$ cat config.mk
export PLATFORM = sky130hd
export DESIGN_NAME = gpm_top
export DESIGN_NICKNAME = d
export VERILOG_FILES = /design/src/design/gpm_pkg.sv /design/src/design/gpm_top.sv
export VERILOG_INCLUDE_DIRS = /design/src /design/src/design
export SDC_FILE = /design/constraint.sdc
export NUM_CORES = 1
export LEC_CHECK = 0
export BUFFER_PORTS_ARGS = -buffer_cell sky130_fd_sc_hd__clkbuf_2
export CELL_PAD_IN_SITES_DETAIL_PLACEMENT = 0
export CELL_PAD_IN_SITES_GLOBAL_PLACEMENT = 1
export CORE_MARGIN = 3
export CORE_UTILIZATION = 29
export DETAILED_ROUTE_END_ITERATION = 6
export GPL_TIMING_DRIVEN = 1
export HOLD_SLACK_MARGIN = 0.08
export PLACE_DENSITY_LB_ADDON = 0.08
export SLEW_MARGIN = 20
export SYNTH_ARGS = -nofsm -noshare
export SYNTH_HDL_FRONTEND = slang
export SYNTH_SLANG_ARGS = --single-unit
$ cat constraint.sdc
create_clock -name I_CLK_SYS -period 19.55 [get_ports I_CLK_SYS]
set_input_delay 3.91 -clock I_CLK_SYS [delete_from_list [all_inputs] [get_ports I_CLK_SYS]]
set_output_delay 3.91 -clock I_CLK_SYS [all_outputs]
set_load 0.01 [all_outputs]
$ cat src/design/gpm_map.svh
/*
 * Register offsets, field positions, write masks and reset values of the
 * port and gate-drive block.
 * Assumes one 16-bit address space for both the special-function and
 * extended register sets, with 8-bit data.
 */
`ifndef GPM_MAP_SVH
`define GPM_MAP_SVH

`define GPM_ADDR_W              16
`define GPM_SYNC_STAGES         2

`define GPM_OFS_PORT0_LATCH     16'h0080
`define GPM_OFS_PORT1_LATCH     16'h0090
`define GPM_OFS_PORT2_LATCH     16'h00A0
`define GPM_OFS_PORT3_LATCH     16'h00B0
`define GPM_OFS_GATE_LEVELS     16'h00F8
`define GPM_OFS_PORT0_OE        16'h00FC
`define GPM_OFS_PORT1_OE        16'h00FD
`define GPM_OFS_PORT2_OE        16'h00FE
`define GPM_OFS_PORT3_OE        16'h00FF
`define GPM_OFS_PIN_CLAIMS      16'h404C
`define GPM_OFS_DRIVE_CTL       16'h404D
`define GPM_OFS_PORT1_ANALOG    16'h4050
`define GPM_OFS_PORT2_ANALOG    16'h4051
`define GPM_OFS_PORT3_ANALOG    16'h4052
`define GPM_OFS_PORT0_PULLUP    16'h4053
`define GPM_OFS_PORT1_PULLUP    16'h4054
`define GPM_OFS_PORT2_PULLUP    16'h4055
`define GPM_OFS_PORT3_PULLUP    16'h4056

`define GPM_RST_BYTE            8'h00

`define GPM_MASK_PORT1_ANALOG   8'hFB
`define GPM_MASK_PORT3_ANALOG   8'h3F
`define GPM_MASK_DRIVE_CTL      8'h0F
`define GPM_MASK_PIN_CLAIMS     8'h7F

`define GPM_BIT_DRIVE_SOURCE    7
`define GPM_BIT_CH4_IDLE        6
`define GPM_BIT_PREDRV_ON       1
`define GPM_BIT_GATES_EN        0
`define GPM_BIT_PIN13_STRONG    3
`define GPM_BIT_PIN01_OD        1
`define GPM_BIT_PIN00_OD        0
`define GPM_BIT_UART_PRIMARY    6
`define GPM_BIT_UART_ALT        5
`define GPM_BIT_TIMER4_CLAIM    4
`define GPM_BIT_TIMER3_CLAIM    3
`define GPM_BIT_TIMER2_CLAIM    2
`define GPM_BIT_TIMER5_CLAIM    1
`define GPM_BIT_CH4_CLAIM       0

`define GPM_PIN_P0_0            0
`define GPM_PIN_P0_1            1
`define GPM_PIN_P0_5            5
`define GPM_PIN_P0_6            6
`define GPM_PIN_P0_7            7
`define GPM_PIN_P1_0            8
`define GPM_PIN_P1_1            9
`define GPM_PIN_P1_3            11
`define GPM_PIN_P3_2            26
`define GPM_PIN_P3_3            27
`define GPM_PIN_P3_4            28

`endif

$ cat src/design/gpm_pkg.sv
/*
 * Types of the port and gate-drive block.
 * Assumes the offsets and fields live in gpm_map.svh.
 */
package gpm_pkg;

	typedef logic [7:0] gpm_byte_t;

	// source of the six internal phase signals
	typedef enum logic [1:0] {
		GPM_SRC_TIMER1_A = 2'h0,
		GPM_SRC_TIMER1_B = 2'h1,
		GPM_SRC_TIMER0   = 2'h2,
		GPM_SRC_FOC      = 2'h3
	} gpm_phase_src_t;

endpackage : gpm_pkg

$ cat src/design/gpm_top.sv
/*
 * Four 8-bit ports with pull-ups, analog options on P1 to P3, open-drain on
 * P0.0 and P0.1, fixed priority pin sharing with peripherals, and the six-phase gate-drive mux.
 * Assumes peripheral and timer signals come from logic on I_CLK_SYS; pads
 * and the over-current comparator are asynchronous and are synchronised.
 */
`timescale 1ns/100ps
`include "gpm_map.svh"

// Notes on behaviour
// output enable bit drives digital pin
// pull-up bit switches pin pull-up
// analog pin: digital off, reads zero
// analog bits P1[7:4], P2 all, P3[5:0]
// P1.3 mode from strong bit and enable
// P0.0, P0.1 open-drain when bit set
// gates follow idle bits or internal source
// source field picks timer1, timer0 or FOC
// over-current clears drive source bit
// channel-4 pin: compare or idle level
// predriver power bit, gates enable bit
// software waits 1 ms before enabling gates
// shared pins follow fixed ownership priority
// primary UART outranks other UART enable
// UART claim bits select pin pairs
// timer claim bits take their pins
// read-modify-write reads latch, not pin
// owned pin ignores latch and enable
module gpm_top (
	input  wire logic        I_CLK_SYS,
	input  wire logic        I_RST_N,
	input  wire logic [15:0] i_addr,
	input  wire logic [7:0]  i_wdata,
	input  wire logic        i_wr,
	input  wire logic        i_rd,
	input  wire logic        i_rmw,
	output logic      [7:0]  o_rdata,
	input  wire logic [31:0] i_pin_in,
	output logic      [31:0] o_pin_out,
	output logic      [31:0] o_pin_oe_n,
	output logic      [31:0] o_pin_pullup,
	output logic      [31:0] o_pin_analog,
	output logic      [31:0] o_pin_level,
	output logic             o_pin13_boost,
	input  wire logic        i_i2c_en,
	input  wire logic        i_i2c_scl_low,
	input  wire logic        i_spi_en,
	input  wire logic [2:0]  i_spi_out,
	input  wire logic [2:0]  i_spi_oe,
	input  wire logic        i_cmp_pin_en,
	input  wire logic        i_cmp_out,
	input  wire logic        i_uart_other_enable,
	input  wire logic        i_uart_txd,
	output logic             o_uart_rxd,
	input  wire logic [5:2]  i_timer_pwm,
	input  wire logic [5:2]  i_timer_pwm_oe,
	input  wire logic        i_timer0_ch4_compare_out,
	input  wire logic [5:0]  i_timer1_oc,
	input  wire logic [5:0]  i_timer0_oc,
	input  wire logic [5:0]  i_foc_oc,
	input  wire logic        i_over_current,
	input  wire logic        i_gate_driver_mode,
	output logic      [5:0]  o_gate,
	output logic             o_predriver_power,
	output logic             o_drive_source_select
);

	logic        rst_meta_r;
	logic        rst_n_r;
	logic [31:0] pin_meta_r;
	logic [31:0] pin_sync_r;
	logic        oc_meta_r;
	logic        oc_sync_r;

	gpm_pkg::gpm_byte_t latch_r [4];
	gpm_pkg::gpm_byte_t oe_r    [4];
	gpm_pkg::gpm_byte_t pu_r    [4];
	gpm_pkg::gpm_byte_t port1_analog_and_drain_r;
	gpm_pkg::gpm_byte_t port2_analog_select_r;
	gpm_pkg::gpm_byte_t port3_analog_select_r;
	gpm_pkg::gpm_byte_t claims_r;
	gpm_pkg::gpm_byte_t gate_driver_control_r;
	logic        drive_source_select_r;
	logic [6:0]  idle_levels_r;

	logic [31:0] latch_all;
	logic [31:0] oe_all;
	logic [31:0] an_all;
	logic [31:0] own;
	logic [31:0] own_out;
	logic [31:0] own_oe;
	logic [31:0] pin_out_nxt;
	logic [31:0] pin_oe_nxt;
	logic [5:0]  internal_phase;
	logic [5:0]  gate_nxt;
	logic        pin13_analog;
	logic        uart_primary_pins_on;
	logic        uart_alternate_pins_on;
	logic        ch4_level;
	logic [7:0]  rdata_nxt;
	gpm_pkg::gpm_phase_src_t internal_phase_source;

	always_ff @(posedge I_CLK_SYS or negedge I_RST_N) begin
		if (!I_RST_N) begin
			rst_meta_r <= 1'b0;
			rst_n_r    <= 1'b0;
		end else begin
			rst_meta_r <= 1'b1;
			rst_n_r    <= rst_meta_r;
		end
	end

	always_ff @(posedge I_CLK_SYS or negedge rst_n_r) begin
		if (!rst_n_r) begin
			pin_meta_r <= 32'h0;
			pin_sync_r <= 32'h0;
			oc_meta_r  <= 1'b0;
			oc_sync_r  <= 1'b0;
		end else begin
			pin_meta_r <= i_pin_in;
			pin_sync_r <= pin_meta_r;
			oc_meta_r  <= i_over_current;
			oc_sync_r  <= oc_meta_r;
		end
	end

	// per-port latch, enable and pull-up registers
	genvar gp;
	generate
		for (gp = 0; gp < 4; gp++) begin : g_port
			always_ff @(posedge I_CLK_SYS or negedge rst_n_r) begin
				if (!rst_n_r) begin
					latch_r[gp] <= `GPM_RST_BYTE;
					oe_r[gp]    <= `GPM_RST_BYTE;
					pu_r[gp]    <= `GPM_RST_BYTE;
				end else if (i_wr) begin
					// latch written back
					if (i_addr == `GPM_OFS_PORT0_LATCH + 16'(gp * 16))
						latch_r[gp] <= i_wdata;
					if (i_addr == `GPM_OFS_PORT0_OE + 16'(gp))
						oe_r[gp] <= i_wdata;
					if (i_addr == `GPM_OFS_PORT0_PULLUP + 16'(gp))
						pu_r[gp] <= i_wdata;
				end
			end
			assign latch_all[gp*8 +: 8] = latch_r[gp];
			assign oe_all[gp*8 +: 8]    = oe_r[gp];
		end
	endgenerate

	always_ff @(posedge I_CLK_SYS or negedge rst_n_r) begin
		if (!rst_n_r) begin
			port1_analog_and_drain_r   <= `GPM_RST_BYTE;
			port2_analog_select_r   <= `GPM_RST_BYTE;
			port3_analog_select_r   <= `GPM_RST_BYTE;
			claims_r  <= `GPM_RST_BYTE;
			gate_driver_control_r <= `GPM_RST_BYTE;
		end else if (i_wr) begin
			// analog bits per port
			if (i_addr == `GPM_OFS_PORT1_ANALOG)
				port1_analog_and_drain_r <= i_wdata & `GPM_MASK_PORT1_ANALOG;
			if (i_addr == `GPM_OFS_PORT2_ANALOG)
				port2_analog_select_r <= i_wdata;
			if (i_addr == `GPM_OFS_PORT3_ANALOG)
				port3_analog_select_r <= i_wdata & `GPM_MASK_PORT3_ANALOG;
			if (i_addr == `GPM_OFS_PIN_CLAIMS)
				claims_r <= i_wdata & `GPM_MASK_PIN_CLAIMS;
			if (i_addr == `GPM_OFS_DRIVE_CTL)
				gate_driver_control_r <= i_wdata & `GPM_MASK_DRIVE_CTL;
		end
	end

	// over-current clear wins over write
	always_ff @(posedge I_CLK_SYS or negedge rst_n_r) begin
		if (!rst_n_r) begin
			drive_source_select_r <= 1'b0;
			idle_levels_r         <= 7'h00;
		end else begin
			if (oc_sync_r)
				drive_source_select_r <= 1'b0;
			else if (i_wr && i_addr == `GPM_OFS_GATE_LEVELS)
				drive_source_select_r <= i_wdata[`GPM_BIT_DRIVE_SOURCE];
			if (i_wr && i_addr == `GPM_OFS_GATE_LEVELS)
				idle_levels_r <= i_wdata[6:0];
		end
	end

	// pin13 mode decode
	assign pin13_analog = port1_analog_and_drain_r[`GPM_BIT_PIN13_STRONG] & ~oe_r[1][3];
	// analog pins lose digital function
	assign an_all = {port3_analog_select_r, port2_analog_select_r, port1_analog_and_drain_r[7:4], pin13_analog, 3'h0, 8'h00};

	// UART claim bits
	assign uart_primary_pins_on   = claims_r[`GPM_BIT_UART_PRIMARY];
	assign uart_alternate_pins_on = claims_r[`GPM_BIT_UART_ALT];

	// fixed priority pin ownership
	always_comb begin
		own     = 32'h0;
		own_out = 32'h0;
		own_oe  = 32'h0;
		// timer4 below I2C on P0.1
		if (i_i2c_en) begin
			own[`GPM_PIN_P0_1]     = 1'b1;
			own_oe[`GPM_PIN_P0_1]  = i_i2c_scl_low;
		end else if (claims_r[`GPM_BIT_TIMER4_CLAIM]) begin
			own[`GPM_PIN_P0_1]     = 1'b1;
			own_out[`GPM_PIN_P0_1] = i_timer_pwm[4];
			own_oe[`GPM_PIN_P0_1]  = i_timer_pwm_oe[4];
		end
		// primary UART on P0.5/P0.6
		if (uart_primary_pins_on) begin
			own[`GPM_PIN_P0_5]     = 1'b1;
			own_out[`GPM_PIN_P0_5] = i_uart_txd;
			own_oe[`GPM_PIN_P0_5]  = 1'b1;
			own[`GPM_PIN_P0_6]     = 1'b1;
		end else if (i_spi_en) begin
			own[`GPM_PIN_P0_6:`GPM_PIN_P0_5]     = 2'h3;
			own_out[`GPM_PIN_P0_6:`GPM_PIN_P0_5] = i_spi_out[1:0];
			own_oe[`GPM_PIN_P0_6:`GPM_PIN_P0_5]  = i_spi_oe[1:0];
		end
		if (i_cmp_pin_en) begin
			own[`GPM_PIN_P0_7]     = 1'b1;
			own_out[`GPM_PIN_P0_7] = i_cmp_out;
			own_oe[`GPM_PIN_P0_7]  = 1'b1;
		end else if (i_spi_en) begin
			own[`GPM_PIN_P0_7]     = 1'b1;
			own_out[`GPM_PIN_P0_7] = i_spi_out[2];
			own_oe[`GPM_PIN_P0_7]  = i_spi_oe[2];
		end else if (claims_r[`GPM_BIT_TIMER5_CLAIM]) begin
			own[`GPM_PIN_P0_7]     = 1'b1;
			own_out[`GPM_PIN_P0_7] = i_timer_pwm[5];
			own_oe[`GPM_PIN_P0_7]  = i_timer_pwm_oe[5];
		end
		// timer2/timer3 claims
		if (claims_r[`GPM_BIT_TIMER2_CLAIM]) begin
			own[`GPM_PIN_P1_0]     = 1'b1;
			own_out[`GPM_PIN_P1_0] = i_timer_pwm[2];
			own_oe[`GPM_PIN_P1_0]  = i_timer_pwm_oe[2];
		end
		if (claims_r[`GPM_BIT_TIMER3_CLAIM]) begin
			own[`GPM_PIN_P1_1]     = 1'b1;
			own_out[`GPM_PIN_P1_1] = i_timer_pwm[3];
			own_oe[`GPM_PIN_P1_1]  = i_timer_pwm_oe[3];
		end
		// channel-4 pin level
		if (claims_r[`GPM_BIT_CH4_CLAIM]) begin
			own[`GPM_PIN_P3_2]     = 1'b1;
			own_out[`GPM_PIN_P3_2] = ch4_level;
			own_oe[`GPM_PIN_P3_2]  = 1'b1;
		end
		// both UART enables: P3.4 also transmits
		if (uart_alternate_pins_on || (uart_primary_pins_on && i_uart_other_enable)) begin
			own[`GPM_PIN_P3_4]     = 1'b1;
			own_out[`GPM_PIN_P3_4] = i_uart_txd;
			own_oe[`GPM_PIN_P3_4]  = 1'b1;
		end
		if (uart_alternate_pins_on)
			own[`GPM_PIN_P3_3] = 1'b1;
	end

	assign ch4_level = drive_source_select_r ? i_timer0_ch4_compare_out
		: idle_levels_r[`GPM_BIT_CH4_IDLE];

	always_comb begin
		// owned pins ignore latch/enable
		pin_out_nxt = (own & own_out) | (~own & latch_all);
		// enable only in digital mode
		pin_oe_nxt  = ((own & own_oe) | (~own & oe_all)) & ~an_all;
		// open-drain: drive only a low
		if (port1_analog_and_drain_r[`GPM_BIT_PIN00_OD] && !own[`GPM_PIN_P0_0]) begin
			pin_oe_nxt[`GPM_PIN_P0_0]  = pin_oe_nxt[`GPM_PIN_P0_0] & ~latch_all[`GPM_PIN_P0_0];
			pin_out_nxt[`GPM_PIN_P0_0] = 1'b0;
		end
		if (port1_analog_and_drain_r[`GPM_BIT_PIN01_OD] && !own[`GPM_PIN_P0_1]) begin
			pin_oe_nxt[`GPM_PIN_P0_1]  = pin_oe_nxt[`GPM_PIN_P0_1] & ~latch_all[`GPM_PIN_P0_1];
			pin_out_nxt[`GPM_PIN_P0_1] = 1'b0;
		end
		if (i_i2c_en)
			pin_out_nxt[`GPM_PIN_P0_1] = 1'b0;
	end

	// internal phase source mux
	assign internal_phase_source = gpm_pkg::gpm_phase_src_t'(gate_driver_control_r[3:2]);
	always_comb begin
		unique case (internal_phase_source)
			gpm_pkg::GPM_SRC_TIMER1_A,
			gpm_pkg::GPM_SRC_TIMER1_B: internal_phase = i_timer1_oc;
			gpm_pkg::GPM_SRC_TIMER0:   internal_phase = i_timer0_oc;
			gpm_pkg::GPM_SRC_FOC:      internal_phase = i_foc_oc;
		endcase
	end

	// idle or internal; R11 enable gates
	assign gate_nxt = gate_driver_control_r[`GPM_BIT_GATES_EN]
		? (drive_source_select_r ? internal_phase : idle_levels_r[5:0]) : 6'h00;

	always_comb begin
		rdata_nxt = 8'h00;
		unique case (i_addr)
			// analog bits read zero; R17 latch on rmw
			`GPM_OFS_PORT0_LATCH: rdata_nxt = i_rmw ? latch_r[0] : pin_sync_r[7:0];
			`GPM_OFS_PORT1_LATCH: rdata_nxt = (i_rmw ? latch_r[1] : pin_sync_r[15:8])
				& ~an_all[15:8];
			`GPM_OFS_PORT2_LATCH: rdata_nxt = (i_rmw ? latch_r[2] : pin_sync_r[23:16])
				& ~an_all[23:16];
			`GPM_OFS_PORT3_LATCH: rdata_nxt = (i_rmw ? latch_r[3] : pin_sync_r[31:24])
				& ~an_all[31:24];
			`GPM_OFS_GATE_LEVELS: rdata_nxt = {drive_source_select_r, idle_levels_r};
			`GPM_OFS_PORT0_OE:    rdata_nxt = oe_r[0];
			`GPM_OFS_PORT1_OE:    rdata_nxt = oe_r[1];
			`GPM_OFS_PORT2_OE:    rdata_nxt = oe_r[2];
			`GPM_OFS_PORT3_OE:    rdata_nxt = oe_r[3];
			`GPM_OFS_PIN_CLAIMS:  rdata_nxt = claims_r;
			`GPM_OFS_DRIVE_CTL:   rdata_nxt = gate_driver_control_r;
			`GPM_OFS_PORT1_ANALOG: rdata_nxt = port1_analog_and_drain_r;
			`GPM_OFS_PORT2_ANALOG: rdata_nxt = port2_analog_select_r;
			`GPM_OFS_PORT3_ANALOG: rdata_nxt = port3_analog_select_r;
			`GPM_OFS_PORT0_PULLUP: rdata_nxt = pu_r[0];
			`GPM_OFS_PORT1_PULLUP: rdata_nxt = pu_r[1];
			`GPM_OFS_PORT2_PULLUP: rdata_nxt = pu_r[2];
			`GPM_OFS_PORT3_PULLUP: rdata_nxt = pu_r[3];
			default:              rdata_nxt = 8'h00;
		endcase
		if (!i_rd)
			rdata_nxt = 8'h00;
	end

	always_ff @(posedge I_CLK_SYS or negedge rst_n_r) begin
		if (!rst_n_r) begin
			o_rdata <= 8'h00;
		end else begin
			o_rdata <= rdata_nxt;
		end
	end

	always_ff @(posedge I_CLK_SYS or negedge rst_n_r) begin
		if (!rst_n_r) begin
			o_pin_out             <= 32'h0;
			o_pin_oe_n            <= 32'hFFFFFFFF;
			o_pin_pullup          <= 32'h0;
			o_pin_analog          <= 32'h0;
			o_pin_level           <= 32'h0;
			o_pin13_boost         <= 1'b0;
			o_uart_rxd            <= 1'b1;
			o_gate                <= 6'h00;
			o_predriver_power     <= 1'b0;
			o_drive_source_select <= 1'b0;
		end else begin
			o_pin_out    <= pin_out_nxt;
			o_pin_oe_n   <= ~pin_oe_nxt;
			// pull-ups per pin
			o_pin_pullup <= {pu_r[3], pu_r[2], pu_r[1], pu_r[0]};
			o_pin_analog <= an_all;
			o_pin_level  <= pin_sync_r & ~an_all;
			// boosted high drive
			o_pin13_boost <= port1_analog_and_drain_r[`GPM_BIT_PIN13_STRONG] & oe_r[1][3];
			// receive from P0.6 first
			o_uart_rxd <= uart_primary_pins_on ? pin_sync_r[`GPM_PIN_P0_6]
				: (uart_alternate_pins_on ? pin_sync_r[`GPM_PIN_P3_3] : 1'b1);
			o_gate <= gate_nxt;
			// power ignored in gate-driver mode
			o_predriver_power <= gate_driver_control_r[`GPM_BIT_PREDRV_ON] & ~i_gate_driver_mode;
			o_drive_source_select <= drive_source_select_r;
		end
	end

	oe_follow_a : assert property (@(posedge I_CLK_SYS) disable iff (!rst_n_r)
		o_pin_oe_n[16] == !($past(oe_r[2][0]) && !$past(port2_analog_select_r[0])))
		else $error("P2.0 driver enable wrong");
	pullup_follow_a : assert property (@(posedge I_CLK_SYS) disable iff (!rst_n_r)
		o_pin_pullup[31:24] == $past(pu_r[3]))
		else $error("P3 pull-ups wrong");
	analog_read_a : assert property (@(posedge I_CLK_SYS) disable iff (!rst_n_r)
		(i_rd && i_addr == `GPM_OFS_PORT2_LATCH) |=> ((o_rdata & $past(port2_analog_select_r)) == 8'h00))
		else $error("analog bit read nonzero");
	pin13_mode_a : assert property (@(posedge I_CLK_SYS) disable iff (!rst_n_r)
		(port1_analog_and_drain_r[3] && !oe_r[1][3]) |=> (o_pin_analog[11] && o_pin_oe_n[11] && !o_pin13_boost))
		else $error("P1.3 analog mode wrong");
	gate_idle_a : assert property (@(posedge I_CLK_SYS) disable iff (!rst_n_r)
		(!drive_source_select_r && gate_driver_control_r[0]) |=> (o_gate == $past(idle_levels_r[5:0])))
		else $error("gates not at idle levels");
	oc_clear_a : assert property (@(posedge I_CLK_SYS) disable iff (!rst_n_r)
		oc_sync_r |=> (!drive_source_select_r ##1 !o_drive_source_select))
		else $error("over-current did not clear drive source");
	// an analog P3.2 keeps its driver off even when claimed
	ch4_pin_a : assert property (@(posedge I_CLK_SYS) disable iff (!rst_n_r)
		(claims_r[0] && !drive_source_select_r && !port3_analog_select_r[2])
		|=> (o_pin_out[26] == $past(idle_levels_r[6]) && !o_pin_oe_n[26]))
		else $error("channel-4 pin not at idle level");
	gates_off_a : assert property (@(posedge I_CLK_SYS) disable iff (!rst_n_r)
		!gate_driver_control_r[0] |=> (o_gate == 6'h00))
		else $error("gates driven while disabled");
	i2c_first_a : assert property (@(posedge I_CLK_SYS) disable iff (!rst_n_r)
		(i_i2c_en && !i_i2c_scl_low) |=> o_pin_oe_n[1])
		else $error("P0.1 not released to I2C");
	rmw_latch_a : assert property (@(posedge I_CLK_SYS) disable iff (!rst_n_r)
		(i_rd && i_rmw && i_addr == `GPM_OFS_PORT0_LATCH) |=> (o_rdata == $past(latch_r[0])))
		else $error("rmw read not from latch");

endmodule : gpm_top
=== Word level (Yosys, flattened, before mapping) ===
Cells that the tools add are included.

* Register bits after elaboration: 369
* Input bits: 103
* Output and inout bits: 178

* Equality and inequality tests: 21
* Muxes and demuxes: 53
* Bitwise logic cells: 26
* Reductions and logical operators: 25

{| class="wikitable"
|+ Operators with widths
! operator !! count
|-
| equality test 16 x 15 -> 1 bit, second input constant || 9
|-
| equality test 16 x 8 -> 1 bit, second input constant || 9
|-
| case mux 8 bit (18 select lines) || 1
|-
| AND 32 bit || 4
|-
| bitwise OR 29 x 32 -> 32 bit || 2
|-
| AND 29 bit || 2
|-
| two-way mux 1 bit || 40
|-
| two-way mux 8 bit || 5
|-
| AND reduction 2 bit || 17
|-
| inverter 29 -> 32 bit || 1
|-
| inverter 30 -> 32 bit || 1
|-
| inverter 32 bit || 1
|-
| AND 8 bit || 3
|-
| case mux 6 bit (3 select lines) || 1
|-
| inverter 8 bit || 2
|-
| two-way mux 6 bit || 2
|-
| two-way mux 2 bit || 4
|-
| inverter 6 -> 8 bit || 1
|-
| AND 1 bit || 5
|-
| equality test 2 bit, second input constant || 2
|-
| inverter 1 bit || 4
|-
| logical AND 1 bit || 3
|-
| equality test 2 x 1 -> 1 bit, second input constant || 1
|-
| zero test 2 bit || 1
|-
| 4 further kinds || 4
|}

=== Longest topological paths before layout ===
* Word-level depth: 10
* Depth in mapped cells: 8

=== Worst setup path before layout ===
Ideal clock, no wire load.

* Path kind: input to register
* Start: input port i_addr[9]
* End: register claims_r[0]
* Setup time: 125 ps
* Arrival: 5524 ps
* Data required time: 19425 ps
* Path slack: 13901 ps
* Stages: 6
* Cell sequence: or4_1 > buf_4 > buf_6 > nor4_2 > nand2_1 > mux2_2

* Longest elaborated chain between the ends: 2

{| class="wikitable"
|+ Ends and longest elaborated chain
! what !! RTL line !! RTL
|-
| start: declaration || gpm_top.sv:32 || <nowiki>input wire logic [15:0] i_addr,</nowiki>
|-
| equality test 16 x 15 -> 1 bit || - ||
|-
| AND reduction 2 bit (no line) || - ||
|-
| end signal: assignment || gpm_top.sv:156 || <nowiki>claims_r <= `GPM_RST_BYTE;</nowiki>
|-
| end signal: assignment || gpm_top.sv:167 || <nowiki>claims_r <= i_wdata & `GPM_MASK_PIN_CLAIMS;</nowiki>
|-
| end: declaration || gpm_top.sv:81 || <nowiki>gpm_pkg::gpm_byte_t claims_r;</nowiki>
|}

No other way between the ends.
A chain may end at the register's enable or synchronous reset.

=== Worst setup path after layout ===
* Start: input port i_addr[1]
* End: register o_rdata[3]

* Longest elaborated chain between the ends: 3
* Elaborated cells between the ends (all ways): 20
* Those cells by class: eq/ne: 18; mux: 2

{| class="wikitable"
|+ Ends and longest elaborated chain
! what !! RTL line !! RTL
|-
| equality test 16 x 15 -> 1 bit / equality test 16 x 8 -> 1 bit (equally long branches) || gpm_top.sv:300 || <nowiki>unique case (i_addr)</nowiki>
|-
| case mux 8 bit (18 select lines) * || gpm_top.sv:300 ||
|-
| two-way mux 8 bit * || gpm_top.sv:325 || <nowiki>if (!i_rd)</nowiki>
|-
| net rdata_nxt[3] || gpm_top.sv:100 || <nowiki>logic [7:0] rdata_nxt;</nowiki>
|-
| end signal: assignment || gpm_top.sv:333 || <nowiki>o_rdata <= rdata_nxt;</nowiki>
|-
| end: declaration || gpm_top.sv:37 || <nowiki>output logic [7:0] o_rdata,</nowiki>
|}

The timed path passes the listed nets; every way through them passes the cells marked *.

==> qor.yml <==
grt_pass1_vias: 9432
fin_crit_sh_pct: 31.1
antenna_found_initial: 3
start_util_pct: 29.8
setup_viol: 0
slew_violations: 0
ir_drop_mv: 0.0482
p_clk_share_pct: 48.6
nFillCells: 4599
finalHoldViolCount: 0
routed_wl_mm: 46.6
post-place-ws_ns: 12.92
die_x_um: 226
dp_cells: 1784
grt_pass1_wl_mm: 67.1
ys_ff_latch: 369
yosysWarningCount: 0
cts_setup_buffers: 0
p_int_w: 0.00129
fin_worst_skew_ns: 0.0184
numCtsBuffers: 43
postRouteAntennaNets: 0
cts_hold_buf: 0
cts_max_path_buffers: 3
drt-wirelength-per-cell_um: 25.0
slew_headroom_pct: 25.6
setup_tns_ns: 0
core_area_um2: 47100
status: "finished clean"
area_growth_pct: 23.9
syn_area_um2: 14000
synth-main-ff-cell: "dfrtp_1"
gr-total-overflow: 0
cts.repair.resized: 0
io_buffer_count: 267
min_period_ns: 6.07
max_stage_delay_ns: 0.75
cp_cell_sequence: "clkbuf_2, buf_4, or4_1, nor4_4, nor3b_1, a221oi_1, a41oi_1"
hpwlAfterDp_mm: 33.2
endpoint_kind: "register"
p_per_area_nw_per_um2: 95.3
die_area_um2: 51100
grt.total_usage_pct: 18.2
tightest_slew_ns: 1.11
drive_gt1_share_pct: 45.0
power_frac_comb_pct: 4.1
drc: 0
cts_sinks: 369
viasPerCell: 4.73
syn_avg_cell_area_um2: 14.8
gp_congestion: 0.856
grt_max_degree: 169
required_ns: 19.98
worstSetupPathType: "in -> reg"
first_pass_iters: 4
setup_slack_ns: 13.48
whs_ns: 0.340
rows: 79
finalNonFillerCells: 1863
boundaryPins: 281
yosysUniqueCellTypes: 67
path_clk_slew_ns: 0.06
ys_seq_area_share_pct: 66.1
finalNetCount: 1325
cp_data_arrival_time_ns: 6.50
pwr-share-seq_pct: 47.2
timing.fmax_mhz: 165
ys_async_sr_fraction_pct: 100
multi_input_area_um2: 4460
synth-edff-count: 0
drv_cap: 0
switching_share_pct: 22.2
diodes: 0
root_buffer: "clkbuf_16"
htree_num_levels: 2
netSwitchingPower_w: 0.000368
via_count: 8812
drt_iter0_drc: 486
startpoint_type: "primary input"
cpMaxStageDelayCell: "or4_1"
p_leak_nw: 8.40
hold_class: "reg -> reg"
rsz0062_at_grt: "false"
crit_fanout: 33
regArea_um2: 9280
fin_util_pct: 36.9
netlist_instances: 945
clk_latency_ns: 0.56
cts_tree: "yes"
die_h_um: 226
-- placed cells by master (no fill, tap or decap), types with 9 or more instances in the layout --
| cell | n |
|---|---|
| nand2b_1 | 23 |
| nor2_1 | 32 |
| mux2_2 | 151 |
| dfrtp_1 | 335 |
| clkbuf_1 | 19 |
| a21oi_1 | 19 |
| a32oi_1 | 10 |
| nand3_1 | 19 |
| clkbuf_16 | 45 |
| a22oi_1 | 9 |
| nor2b_1 | 31 |
| conb_1 | 14 |
| mux2i_1 | 49 |
| clkbuf_2 | 267 |
| dfstp_2 | 33 |
| o21ai_0 | 16 |
| nand2_1 | 20 |
| inv_1 | 12 |
| nor4_2 | 9 |
-- cells in the mapped netlist (9+ instances only) --
library cell  number  area share [%]
a32oi_1           10            0.62
mux2i_1           49             3.5
a21oi_1           19            0.68
buf_2             12            0.43
nand2_1           20            0.54
nor2b_1           32             1.4
dfstp_2           33             6.2
nand2b_1          23             1.0
mux2_2           151              12
nor2_1            32            0.86
nand3_1           19            0.68
nor4_2             9            0.80
clkbuf_1          23            0.62
a22oi_1            9            0.48
o21ai_0           16            0.57
dfrtp_1          336              60
inv_1             12            0.32
buf_4             17            0.91
-- power by group through the flow --
| stage | Combinational [W] | Clock, W | Sequential (W) |
|---|---|---|---|
| 6_report | 0.0000686 | 0.000806 | 0.000783 |
| 3_3_place_gp | 0.0000710 | 0 | 0.000796 |
| 3_5_place_dp | 0.0000709 | 0 | 0.000796 |
| 2_1_floorplan | 0.0000260 | 0 | 0.000806 |
| 4_1_cts | 0.0000711 | 0.000833 | 0.000783 |
| 5_1_grt | 0.0000762 | 0.000866 | 0.000784 |
-- layout make-up --
type	instances	share of cell area, %
clock inverter	11	0.936
sequential	369	53.4
timing repair buffer	277	8.21
multi-input combinational	519	25.6
tap	607	4.37
inverter	12	0.259
clock buffer	68	7.20
-- metrics by stage --
| step | cell area, µm² | total power [W] |
|---|---|---|
| 6_report | 17400 | 0.00166 |
| 5_1_grt | 17400 | 0.00173 |
| 4_1_cts | 17400 | 0.00169 |
| 3_5_place_dp | 16000 | 0.000867 |
| 3_3_place_gp | 16000 | 0.000867 |
| 2_1_floorplan | 14100 | 0.000832 |
-- metal layers --
metal | GRT usage (%) | share of wire (%)
met3 | 4.97 | 6.2
met1 | 26.0 | 47
met4 | 4.37 | 2.0
met2 | 27.8 | 45
met5 | 0 | 0.10
-- worst paths after layout --
| path | from | end | slack, ns | cells past startpoint |
|---|---|---|---|---|
| worst max-delay path | i_addr[1] | o_rdata[3] | 13.48 | 7 |
| worst max register to register | rst_n_r | pin_meta_r[16] | 17.06 | 2 |
| min in group asynchronous | rst_n_r | pin_meta_r[6] | 0.38 | 0 |
| worst min-delay path | pin_meta_r[7] | pin_sync_r[7] | 0.34 | 0 |
| worst min register to register | pin_meta_r[7] | pin_sync_r[7] | 0.34 | 0 |
| max in group asynchronous | I_RST_N | rst_n_r | 16.30 | 1 |
-- state kept, by name (all words and copies together) (netlist names), 4 cells and up --
| register | flops |
|---|---|
| o_pin_pullup | 32 |
| pin_sync_r | 32 |
| idle_levels_r | 7 |
| o_pin_out | 32 |
| latch_all | 32 |
| gate_driver_control_r | 4 |
| claims_r | 7 |
| port3_analog_select_r | 6 |
| o_gate | 6 |
| o_pin_oe_n | 32 |
| o_pin_analog | 19 |
| o_pin_level | 32 |
| port2_analog_select_r | 8 |
| o_rdata | 8 |
| port1_analog_and_drain_r | 7 |
| oe_all | 32 |
| pu_r | 32 |
| pin_meta_r | 32 |
-- critical path: cells and delay by family --
| kind | cells | cell delay (ns) |
|---|---|---|
| compound gates | 2 | 0.46 |
| buf+inv | 2 | 0.35 |
| simple gates | 3 | 1.76 |
-- cell families (layout without fill, tap and decap cells) --
| kind of cell | Yosys count | in the layout | synth area share, % |
|---|---|---|---|
| flip-flops | 369 | 369 | 66.1 |
| multiplexers | 208 | 208 | 16.9 |
| AND/OR/NAND/NOR | 204 | 204 | 9.80 |
| AO/OA/AOI/OAI | 93 | 93 | 4.68 |
| buffers and inverters | 69 | 368 | 2.46 |
| other | 2 | 14 | 0.0535 |
(Power assumes the default switching activity.)
